**config.mk**
```make
export PLATFORM = sky130hd
export DESIGN_NAME = rxpop_top
export DESIGN_NICKNAME = d
export VERILOG_FILES = /design/src/include/rxpop_pkg.sv /design/src/include/rxpop_lane_if.sv /design/src/rtl/rxpop_lane.sv /design/src/rtl/rxpop_top.sv
export VERILOG_INCLUDE_DIRS = /design/src /design/src/include
export SDC_FILE = /design/constraint.sdc
export NUM_CORES = 1
export LEC_CHECK = 0
export CAP_MARGIN = 20
export CORE_UTILIZATION = 47
export DETAILED_ROUTE_END_ITERATION = 10
export DONT_BUFFER_PORTS = 1
export PLACE_DENSITY_LB_ADDON = 0.1
export SYNTH_ARGS = -nofsm -noshare
export SYNTH_HDL_FRONTEND = slang
export SYNTH_SLANG_ARGS = --single-unit
export TNS_END_PERCENT = 20
```
**constraint.sdc**
```tcl
create_clock -name CLOCK_IN -period 1.7 [get_ports CLOCK_IN]
set_input_delay 0.255 -clock CLOCK_IN [delete_from_list [all_inputs] [get_ports CLOCK_IN]]
set_output_delay 0.255 -clock CLOCK_IN [all_outputs]
set_load 0.1 [all_outputs]
```
**src/include/rxpop_cfg.svh**
```systemverilog
// constants for the receive parallel output port
// Summary of operation
// - channel A word valid on both clock edges
// - unsynced B-D words follow own recovered clocks
// - synced mode: all words follow channel A clock
// - raw mode: ninth bit is code bit nine
// - raw mode: tenth bit is code bit ten
// - coded mode: ninth bit flags K character
// - coded mode: channel A tenth bit flags errors
// - coded mode: B-D tenth bit flags errors
// - synced mode: B-D clocks copy channel A
`ifndef RXPOP_CFG_SVH
`define RXPOP_CFG_SVH

// ==========================================================
// widths and positions
`define RXPOP_NUM_CH      4
`define RXPOP_WORD_W      10
`define RXPOP_DATA_W      8
`define RXPOP_BIT_NINTH   8
`define RXPOP_BIT_TENTH   9

// ==========================================================
// pin input vector positions
`define RXPOP_PIN_W       6
`define RXPOP_PIN_SYNC    4
`define RXPOP_PIN_CODE    5

// ==========================================================
// reset values and timing
`define RXPOP_WORD_RST    10'h000
`define RXPOP_PIN_RST     6'h00
`define RXPOP_CLK_LAG_CYC 4

`endif

```
**src/include/rxpop_pkg.sv**
```systemverilog
// types shared by the receive parallel output port
`include "rxpop_cfg.svh"
package rxpop_pkg;
  typedef logic [`RXPOP_WORD_W-1:0] rxpop_word_t;
  typedef logic [`RXPOP_DATA_W-1:0] rxpop_byte_t;
endpackage

```
**src/include/rxpop_lane_if.sv**
```systemverilog
// per-channel word carrier between the port control and a lane
`timescale 1ns/10ps
interface rxpop_lane_if
  import rxpop_pkg::*;
  ();
  logic        launch;
  logic        code_sel;
  rxpop_word_t raw;
  rxpop_byte_t dec;
  logic        k_flag;
  logic        err_flag;
  rxpop_word_t word;

  modport ctrl (output launch, code_sel, raw, dec, k_flag, err_flag, input word);
  modport lane (input launch, code_sel, raw, dec, k_flag, err_flag, output word);
endinterface

```
**src/rtl/rxpop_lane.sv**
```systemverilog
// one channel's output word register and bit selection
`timescale 1ns/10ps
`include "rxpop_cfg.svh"
module rxpop_lane
  import rxpop_pkg::*;
(
  input wire logic   clk_in,
  input wire logic   rst_in,
  rxpop_lane_if.lane lif
);

  // ==========================================================
  // bit selection
  wire rxpop_byte_t sel_data;
  wire logic        sel_ninth;
  wire logic        sel_tenth;
  wire rxpop_word_t next_word;

  assign sel_data  = lif.code_sel ? lif.dec : lif.raw[`RXPOP_DATA_W-1:0];
  assign sel_ninth = lif.code_sel ? lif.k_flag : lif.raw[`RXPOP_BIT_NINTH];
  assign sel_tenth = lif.code_sel ? lif.err_flag : lif.raw[`RXPOP_BIT_TENTH];
  assign next_word = {sel_tenth, sel_ninth, sel_data};

  // ==========================================================
  // word register, loaded once per receive clock edge
  always_ff @(posedge clk_in)
  begin
    if (rst_in)
      lif.word <= `RXPOP_WORD_RST;
    else if (lif.launch)
      lif.word <= next_word;
  end

  // ==========================================================
  // checks
  raw_ninth_a: assert property (@(posedge clk_in) disable iff (rst_in)
    lif.launch && !lif.code_sel |=> lif.word[`RXPOP_BIT_NINTH] == $past(lif.raw[8]))
    else $error("raw ninth bit wrong");
  raw_tenth_a: assert property (@(posedge clk_in) disable iff (rst_in)
    lif.launch && !lif.code_sel |=> lif.word[`RXPOP_BIT_TENTH] == $past(lif.raw[9]))
    else $error("raw tenth bit wrong");
  k_flag_a: assert property (@(posedge clk_in) disable iff (rst_in)
    lif.launch && lif.code_sel |=> lif.word[`RXPOP_BIT_NINTH] == $past(lif.k_flag))
    else $error("k flag wrong");
  err_flag_a: assert property (@(posedge clk_in) disable iff (rst_in)
    lif.launch && lif.code_sel |=> lif.word[`RXPOP_BIT_TENTH] == $past(lif.err_flag))
    else $error("error flag wrong");
  dec_data_a: assert property (@(posedge clk_in) disable iff (rst_in)
    lif.launch && lif.code_sel |=> lif.word[7:0] == $past(lif.dec))
    else $error("decoded byte wrong");
  word_hold_a: assert property (@(posedge clk_in) disable iff (rst_in)
    !lif.launch |=> $stable(lif.word))
    else $error("word moved between edges");

endmodule // rxpop_lane

```
**src/rtl/rxpop_top.sv**
```systemverilog
// receive parallel output port: four channels of ddr output words
`timescale 1ns/10ps
`include "rxpop_cfg.svh"
module rxpop_top
  import rxpop_pkg::*;
#(
  parameter int CLK_LAG = `RXPOP_CLK_LAG_CYC
)
(
  input  wire logic        CLOCK_IN,
  input  wire logic        RST_IN,
  input  wire logic        CHANNEL_SYNC_SEL_IN,
  input  wire logic        CODE_SEL_IN,
  input  wire logic        REC_CLK_CH_A_IN,
  input  wire logic        REC_CLK_CH_B_IN,
  input  wire logic        REC_CLK_CH_C_IN,
  input  wire logic        REC_CLK_CH_D_IN,
  input  wire rxpop_word_t CODE_GROUP_CH_A_IN,
  input  wire rxpop_word_t CODE_GROUP_CH_B_IN,
  input  wire rxpop_word_t CODE_GROUP_CH_C_IN,
  input  wire rxpop_word_t CODE_GROUP_CH_D_IN,
  input  wire rxpop_byte_t DEC_BYTE_CH_A_IN,
  input  wire rxpop_byte_t DEC_BYTE_CH_B_IN,
  input  wire rxpop_byte_t DEC_BYTE_CH_C_IN,
  input  wire rxpop_byte_t DEC_BYTE_CH_D_IN,
  input  wire logic        DEC_K_CH_A_IN,
  input  wire logic        DEC_K_CH_B_IN,
  input  wire logic        DEC_K_CH_C_IN,
  input  wire logic        DEC_K_CH_D_IN,
  input  wire logic        DEC_ERR_CH_A_IN,
  input  wire logic        DEC_ERR_CH_B_IN,
  input  wire logic        DEC_ERR_CH_C_IN,
  input  wire logic        DEC_ERR_CH_D_IN,
  output wire rxpop_word_t RX_DATA_CH_A_OUT,
  output wire rxpop_word_t RX_DATA_CH_B_OUT,
  output wire rxpop_word_t RX_DATA_CH_C_OUT,
  output wire rxpop_word_t RX_DATA_CH_D_OUT,
  output wire logic        RX_CLK_CH_A_OUT,
  output wire logic        RX_CLK_CH_B_OUT,
  output wire logic        RX_CLK_CH_C_OUT,
  output wire logic        RX_CLK_CH_D_OUT
);

  localparam int NCH     = `RXPOP_NUM_CH;
  // edge pulse to output clock change: lag taps plus the output register
  localparam int LAG_DLY = CLK_LAG + 1;

  // ==========================================================
  // pin synchronisers: three stages, level accepted when 2 and 3 agree
  logic [`RXPOP_PIN_W-1:0] pin_s1;
  logic [`RXPOP_PIN_W-1:0] pin_s2;
  logic [`RXPOP_PIN_W-1:0] pin_s3;
  logic [`RXPOP_PIN_W-1:0] pin_filt;
  wire  [`RXPOP_PIN_W-1:0] pin_raw;
  wire  [`RXPOP_PIN_W-1:0] pin_agree;
  wire  [`RXPOP_PIN_W-1:0] next_pin_filt;

  assign pin_raw       = {CODE_SEL_IN, CHANNEL_SYNC_SEL_IN, REC_CLK_CH_D_IN,
                          REC_CLK_CH_C_IN, REC_CLK_CH_B_IN, REC_CLK_CH_A_IN};
  assign pin_agree     = ~(pin_s2 ^ pin_s3);
  assign next_pin_filt = (pin_s2 & pin_agree) | (pin_filt & ~pin_agree);

  always_ff @(posedge CLOCK_IN)
  begin
    if (RST_IN)
    begin
      pin_s1   <= `RXPOP_PIN_RST;
      pin_s2   <= `RXPOP_PIN_RST;
      pin_s3   <= `RXPOP_PIN_RST;
      pin_filt <= `RXPOP_PIN_RST;
    end
    else
    begin
      pin_s1   <= pin_raw;
      pin_s2   <= pin_s1;
      pin_s3   <= pin_s2;
      pin_filt <= next_pin_filt;
    end
  end

  // ==========================================================
  // receive clock edge detect, both edges
  logic [NCH-1:0] edge_p;
  wire  [NCH-1:0] next_edge_p;
  wire  [NCH-1:0] rclk_lvl;
  wire            chan_sync;
  wire            code_sel;

  assign rclk_lvl    = pin_filt[NCH-1:0];
  assign chan_sync   = pin_filt[`RXPOP_PIN_SYNC];
  assign code_sel    = pin_filt[`RXPOP_PIN_CODE];
  assign next_edge_p = next_pin_filt[NCH-1:0] ^ pin_filt[NCH-1:0];

  always_ff @(posedge CLOCK_IN)
  begin
    if (RST_IN)
      edge_p <= '0;
    else
      edge_p <= next_edge_p;
  end

  // ==========================================================
  // launch selection: own clock or channel A clock
  wire [NCH-1:0] launch;

  assign launch[0]       = edge_p[0];
  assign launch[NCH-1:1] = chan_sync ? {(NCH-1){edge_p[0]}} : edge_p[NCH-1:1];

  // ==========================================================
  // per-channel input arrays
  rxpop_word_t code_grp [NCH];
  rxpop_byte_t dec_byte [NCH];
  wire [NCH-1:0] dec_k;
  wire [NCH-1:0] dec_err;
  rxpop_word_t word_arr [NCH];

  assign code_grp[0] = CODE_GROUP_CH_A_IN;
  assign code_grp[1] = CODE_GROUP_CH_B_IN;
  assign code_grp[2] = CODE_GROUP_CH_C_IN;
  assign code_grp[3] = CODE_GROUP_CH_D_IN;
  assign dec_byte[0] = DEC_BYTE_CH_A_IN;
  assign dec_byte[1] = DEC_BYTE_CH_B_IN;
  assign dec_byte[2] = DEC_BYTE_CH_C_IN;
  assign dec_byte[3] = DEC_BYTE_CH_D_IN;
  assign dec_k       = {DEC_K_CH_D_IN, DEC_K_CH_C_IN, DEC_K_CH_B_IN, DEC_K_CH_A_IN};
  assign dec_err     = {DEC_ERR_CH_D_IN, DEC_ERR_CH_C_IN, DEC_ERR_CH_B_IN, DEC_ERR_CH_A_IN};

  // ==========================================================
  // lanes and delayed output clocks
  // the clock is lagged so each output edge falls inside a settled word
  logic [CLK_LAG-1:0] lag [NCH];
  logic [NCH-1:0]     clk_out;
  wire  [NCH-1:0]     next_clk_out;

  genvar g;
  generate
    for (g = 0; g < NCH; g++)
    begin : gen_ch
      rxpop_lane_if lif ();

      assign lif.launch   = launch[g];
      assign lif.code_sel = code_sel;
      assign lif.raw      = code_grp[g];
      assign lif.dec      = dec_byte[g];
      assign lif.k_flag   = dec_k[g];
      assign lif.err_flag = dec_err[g];
      assign word_arr[g]  = lif.word;

      rxpop_lane u_lane (
        .clk_in (CLOCK_IN),
        .rst_in (RST_IN),
        .lif    (lif)
      );

      if (CLK_LAG > 1)
      begin : gen_lag
        always_ff @(posedge CLOCK_IN)
        begin
          if (RST_IN)
            lag[g] <= '0;
          else
            lag[g] <= {lag[g][CLK_LAG-2:0], rclk_lvl[g]};
        end
      end
      else
      begin : gen_lag1
        always_ff @(posedge CLOCK_IN)
        begin
          if (RST_IN)
            lag[g] <= '0;
          else
            lag[g] <= rclk_lvl[g];
        end
      end

      if (g == 0)
      begin : gen_clk_a
        assign next_clk_out[g] = lag[0][CLK_LAG-1];
      end
      else
      begin : gen_clk_bd
        assign next_clk_out[g] = chan_sync ? lag[0][CLK_LAG-1] : lag[g][CLK_LAG-1];
      end
    end
  endgenerate

  always_ff @(posedge CLOCK_IN)
  begin
    if (RST_IN)
      clk_out <= '0;
    else
      clk_out <= next_clk_out;
  end

  // ==========================================================
  // outputs
  assign RX_DATA_CH_A_OUT = word_arr[0];
  assign RX_DATA_CH_B_OUT = word_arr[1];
  assign RX_DATA_CH_C_OUT = word_arr[2];
  assign RX_DATA_CH_D_OUT = word_arr[3];
  assign RX_CLK_CH_A_OUT  = clk_out[0];
  assign RX_CLK_CH_B_OUT  = clk_out[1];
  assign RX_CLK_CH_C_OUT  = clk_out[2];
  assign RX_CLK_CH_D_OUT  = clk_out[3];

  // ==========================================================
  // checks
  clk_a_lag_a: assert property (@(posedge CLOCK_IN) disable iff (RST_IN)
    edge_p[0] |-> ##LAG_DLY $changed(RX_CLK_CH_A_OUT))
    else $error("channel A clock edge not at word centre");
  data_a_hold_a: assert property (@(posedge CLOCK_IN) disable iff (RST_IN)
    $changed(RX_CLK_CH_A_OUT) |-> $stable(RX_DATA_CH_A_OUT))
    else $error("channel A word moved at clock edge");
  own_clk_b_a: assert property (@(posedge CLOCK_IN) disable iff (RST_IN)
    !chan_sync && !code_sel && edge_p[1] |=> RX_DATA_CH_B_OUT == $past(code_grp[1]))
    else $error("channel B not launched by own clock");
  own_clk_d_a: assert property (@(posedge CLOCK_IN) disable iff (RST_IN)
    !chan_sync && !$past(chan_sync) && $changed(RX_DATA_CH_D_OUT) |-> $past(edge_p[3]))
    else $error("channel D word moved without own clock edge");
  sync_launch_a: assert property (@(posedge CLOCK_IN) disable iff (RST_IN)
    chan_sync && $past(chan_sync) && $changed(RX_DATA_CH_C_OUT) |-> $past(edge_p[0]))
    else $error("synced channel C word not on channel A edge");
  clk_copy_a: assert property (@(posedge CLOCK_IN) disable iff (RST_IN)
    chan_sync && $past(chan_sync) |-> RX_CLK_CH_B_OUT == RX_CLK_CH_A_OUT
      && RX_CLK_CH_C_OUT == RX_CLK_CH_A_OUT && RX_CLK_CH_D_OUT == RX_CLK_CH_A_OUT)
    else $error("synced clocks differ from channel A");

  sync_word_c: cover property (@(posedge CLOCK_IN) disable iff (RST_IN)
    chan_sync ##1 launch[3]);
  indep_word_c: cover property (@(posedge CLOCK_IN) disable iff (RST_IN)
    !chan_sync && edge_p[1] && !edge_p[0]);
  k_char_c: cover property (@(posedge CLOCK_IN) disable iff (RST_IN)
    code_sel && launch[0] && dec_k[0]);
  err_word_c: cover property (@(posedge CLOCK_IN) disable iff (RST_IN)
    code_sel && launch[2] && dec_err[2]);

endmodule // rxpop_top

```
Word level (Yosys, flattened, before mapping) --
Memory sizes are Yosys's and may differ from the RTL's. Cells that the tools add are included.
Word-level totals: memories 1, output and inout bits 44, flip-flop bits (word level) 72, word-level logic and storage cells 45, memory bits (writable) 16
Memories:
- lag | depth 4, width 4, rd ports 4, clocked after memory_dff 0, write ports 4, RTL line rxpop_top.sv:131 | logic [CLK_LAG-1:0] lag [NCH];
Cells by class: muxes and demuxes 23, bitwise operators 11
Operators with widths (count):
- 2-to-1 mux 8 bit | 4
- 2-to-1 mux 4 bit | 4
- 2-to-1 mux 1 bit | 14
- bitwise AND 6 bit | 2
- NOT 6 bit | 2
- bitwise OR 6 bit | 1
- XOR 6 bit | 1
- bitwise OR 1 bit | 4
- XOR 4 bit | 1
- 2-to-1 mux 3 bit | 1

Depth between registers and ports, before layout --
depth after elaboration 6, gate-level depth with buffers 5, depth with buffers taken out 3

Hierarchy --
From an unflattened synthesis, not the netlist that was laid out.
Second synthesis, totals: cell total of the unflattened synthesis 309, area, all modules 3235.6 um^2
By module, submodules not included:
- rxpop_lane | times used 4, cells each 44, area an instance 436.7 um^2
- rxpop_top | times used 1, cells each 133, area an instance 1488.9 um^2

Least setup slack after synthesis --
No wires, ideal clock.
kind flip-flop to flip-flop, start register, netlist name gen_ch[1].u_lane.lif.word[0], end register gen_ch[1].u_lane.lif.word[0], path slack 0.359 ns, buffers on the path 0, setup time 0.081 ns, stages on the path, launching flop included 3, arrival time 1.260 ns, period minus slack after synthesis 1.341 ns, cell sequence dfxtp_1 -> nor2_1 -> a211oi_2
RTL lines:
- end signal: assignment | RTL line rxpop_lane.sv:29 | lif.word <= `RXPOP_WORD_RST;
- end signal: assignment | RTL line rxpop_lane.sv:31 | lif.word <= next_word;
- end: declaration | RTL line rxpop_lane_if.sv:15 | modport lane (input launch, code_sel, raw, dec, k_flag, err_flag, output word);

==> impl_metrics.py <==
metrics = {
    "routing": {
        "drt-initial-drc-count": 135,
        "routed_wl_mm": 6.67,
        "postRouteAntennaNets": 0,
        "drt_pass1_iterations": 4,
        "via_count": 2428,
        "wire_per_inst_um": 13.5,
        "drc": 0,
        "vias_per_cell": 4.92,
    },
    "yosys": {
        "synth_area_sq_um": 3390,
        "synth_seq_cells": 88,
        "synth-simple-area-share_pct": 14.0,
        "synth-compound-area-share_pct": 16.1,
        "synthAdderAreaFrac_pct": 0,
        "synth.avg_cell_area_sq_um": 10.9,
        "ys_warn_count": 0,
        "synthMuxAreaShare_pct": 13.1,
        "synth_cell_types": 16,
        "seq_area_frac_synth_pct": 52.0,
        "syn_nets": 399,
        "synthXorXnorAreaFrac_pct": 0,
        "synth_cells": 311,
        "synth_top_family_by_area": "compound AO/OA/AOI/OAI gates",
    },
    "sta": {
        "rsz0062_at_grt": "no",
        "period_needed_ps": 1600,
        "clock_skew_ps": 7.37,
        "fin_ws_ps": 95.6,
        "drv_slew": 0,
        "setup_violations": 0,
        "min_period_over_period_pct": 94.4,
        "fmax_mhz": 623,
        "finalHoldViolCount": 0,
        "slew_headroom_pct": 76.9,
        "tightest_slew_ps": 345,
        "tns_ps": 0,
    },
    "cts": {
        "clkLatencyLatePin_ps": 340,
        "clock_tree.buffer_depth": 2,
        "cts_buffers": 9,
        "clock-sinks": 88,
        "cts_root_buf": "clkbuf_8",
        "cts_setup_buffers": 0,
        "clk_pin_slew_ps": 80,
        "ctsHtreeMaxLevel": 3,
        "cts_tree": "done",
    },
    "worst_hold_path": {
        "min_from": "REC_CLK_CH_A_IN",
        "hp-class": "in2reg",
    },
    "floorplan": {
        "die_h_um": 86.9,
        "io_pins": 132,
        "core_sq_um": 6870,
        "start_util_pct": 49.4,
        "num_rows": 30,
        "dieArea_sq_um": 7560,
        "die_w_um": 86.9,
    },
    "placed_design": {
        "io_buffers": 0,
        "placedInstanceArea_sq_um": 3710,
        "dp_cells": 430,
        "hpwl_mm": 3.93,
        "gp_congestion": 0.680,
        "dp_slack_ps": 396,
    },
    "final_layout": {
        "area_growth_pct": 30.4,
        "final_common_cell": "dfxtp_1",
        "drive_gt1_share_pct": 24.2,
        "fillCellCount": 572,
        "stdcell_count": 493,
        "diodes": 0,
        "finalNetCount": 481,
        "mostFrequentLayoutCells": "dfxtp_1, dlygate4sd3_1, nor2_1, buf_4, mux2i_1",
        "fin_area_sq_um": 4420,
    },
    "worst_setup_path": {
        "crit_path_max_fanout": 28,
        "cp-end-kind": "flop",
        "cp.required_ps": 1930,
        "arrival_ps": 1830,
        "path_class": "reg2reg",
        "startpoint_type": "flop",
    },
    "global_route": {
        "grt_pass1_wl_mm": 10.2,
        "grt_pass1_vias": 2197,
        "gr-total-overflow": 0,
        "grt_max_degree": 49,
        "antenna_found_initial": 0,
        "grt_use_total_pct": 17.8,
    },
    "job": {
        "drv_cap": 0,
    },
    "outcome": {
        "status": "finished, final reports clean",
    },
    "pwr": {
        "powerDensity_nw_per_um2": 852,
        "peakVddDrop_v": 0.000509,
        "leakage_nw": 1.66,
    },
}
[kinds of logic (layout without fill, tap and decap cells)]
| family | Yosys count | after routing |
|---|---|---|
| and+or+nand+nor | 97 | 97 |
| DFF | 88 | 88 |
| AOI/OAI and AO/OA | 59 | 59 |
| muxes | 43 | 43 |
| buffers and inverters | 24 | 110 |
[timing repair]
| action | CTS | global route |
|---|---|---|
| gates resized for setup | 0 | 3 |
| hold endpoints to repair | 88 | 0 |
| hold buffers | 48 | 0 |
| setup endpoints to repair | 0 | 7 |
[state kept, by name, summed over array words and instances, names as in the netlist, named ones only]
register	cells
clk_out	4
edge_p	4
gen_ch.u_lane.lif.word	40
lag	16
pin_filt	4
pin_s1	6
pin_s2	6
pin_s3	6
[final cells by class]
class / instances / area [sq um] / share of cell area, %
sequential: 88 / 1760 / 39.9
multi-input combinational: 199 / 1470 / 33.1
timing repair buffer: 95 / 871 / 19.7
clock buffer: 11 / 131 / 2.97
tap: 96 / 120 / 2.72
clock inverter: 4 / 70.1 / 1.58
[power by group]
part / internal, mW / switching (mW)
registers: 2.08 / 0.0125
clock network: 0.817 / 0.669
logic: 0.0742 / 0.109
[path summary, 6_finish.rpt]
check / end / slack (ps) / cells past startpoint
setup / recovery: gen_ch[0].u_lane.lif.word[9] / 100 / 4
hold / removal: pin_s1[0] / 50 / 1
setup reg to reg: gen_ch[0].u_lane.lif.word[9] / 100 / 4
hold reg to reg: lag[1][1] / 460 / 1
[layer usage]
layer	vias up	part of all wire (%)	wire length [um]	track usage (%)
li1	1234	-	-	-
met1	1106	42	2800	20.5
met2	75	50	3330	30.8
met3	13	5.8	384	3.60
met4	0	2.2	150	10.3
met5	-	0	0	0
[worst max-delay path, stage by stage, from the launching register on]
cell	delay [ps]
dfxtp_2	360
buf_12	210
mux2i_1	260
a211oi_1	100
dlygate4sd3_1	560
[Yosys cell counts (all sizes together)]
| library cell | number | area share (%) |
|---|---|---|
| dfxtp | 88 | 52 |
| nor2 | 44 | 4.9 |
| a211oi | 40 | 13 |
| mux2i | 40 | 12 |
| nor2b | 35 | 6.5 |
| buf | 17 | 4.1 |
| a21oi | 13 | 1.9 |
| nand2 | 11 | 1.2 |
| clkbuf | 7 | 0.78 |
| o21ai | 6 | 0.89 |
| nand3b | 4 | 0.89 |
| mux2 | 3 | 1.3 |
| nand2b | 3 | 0.55 |
[per-stage QoR]
stage	total power, mW	hold WS [ps]	util [%]
final	3.77	50.4	64.4
after global routing	3.92	43.5	64.4
after CTS	3.81	40.6	64.2
after detailed placement	2.28	328	54.1
after global placement	2.28	328	54.1
after floorplan	2.29	383	-
Note: power is estimated with default switching activity, not from simulation.
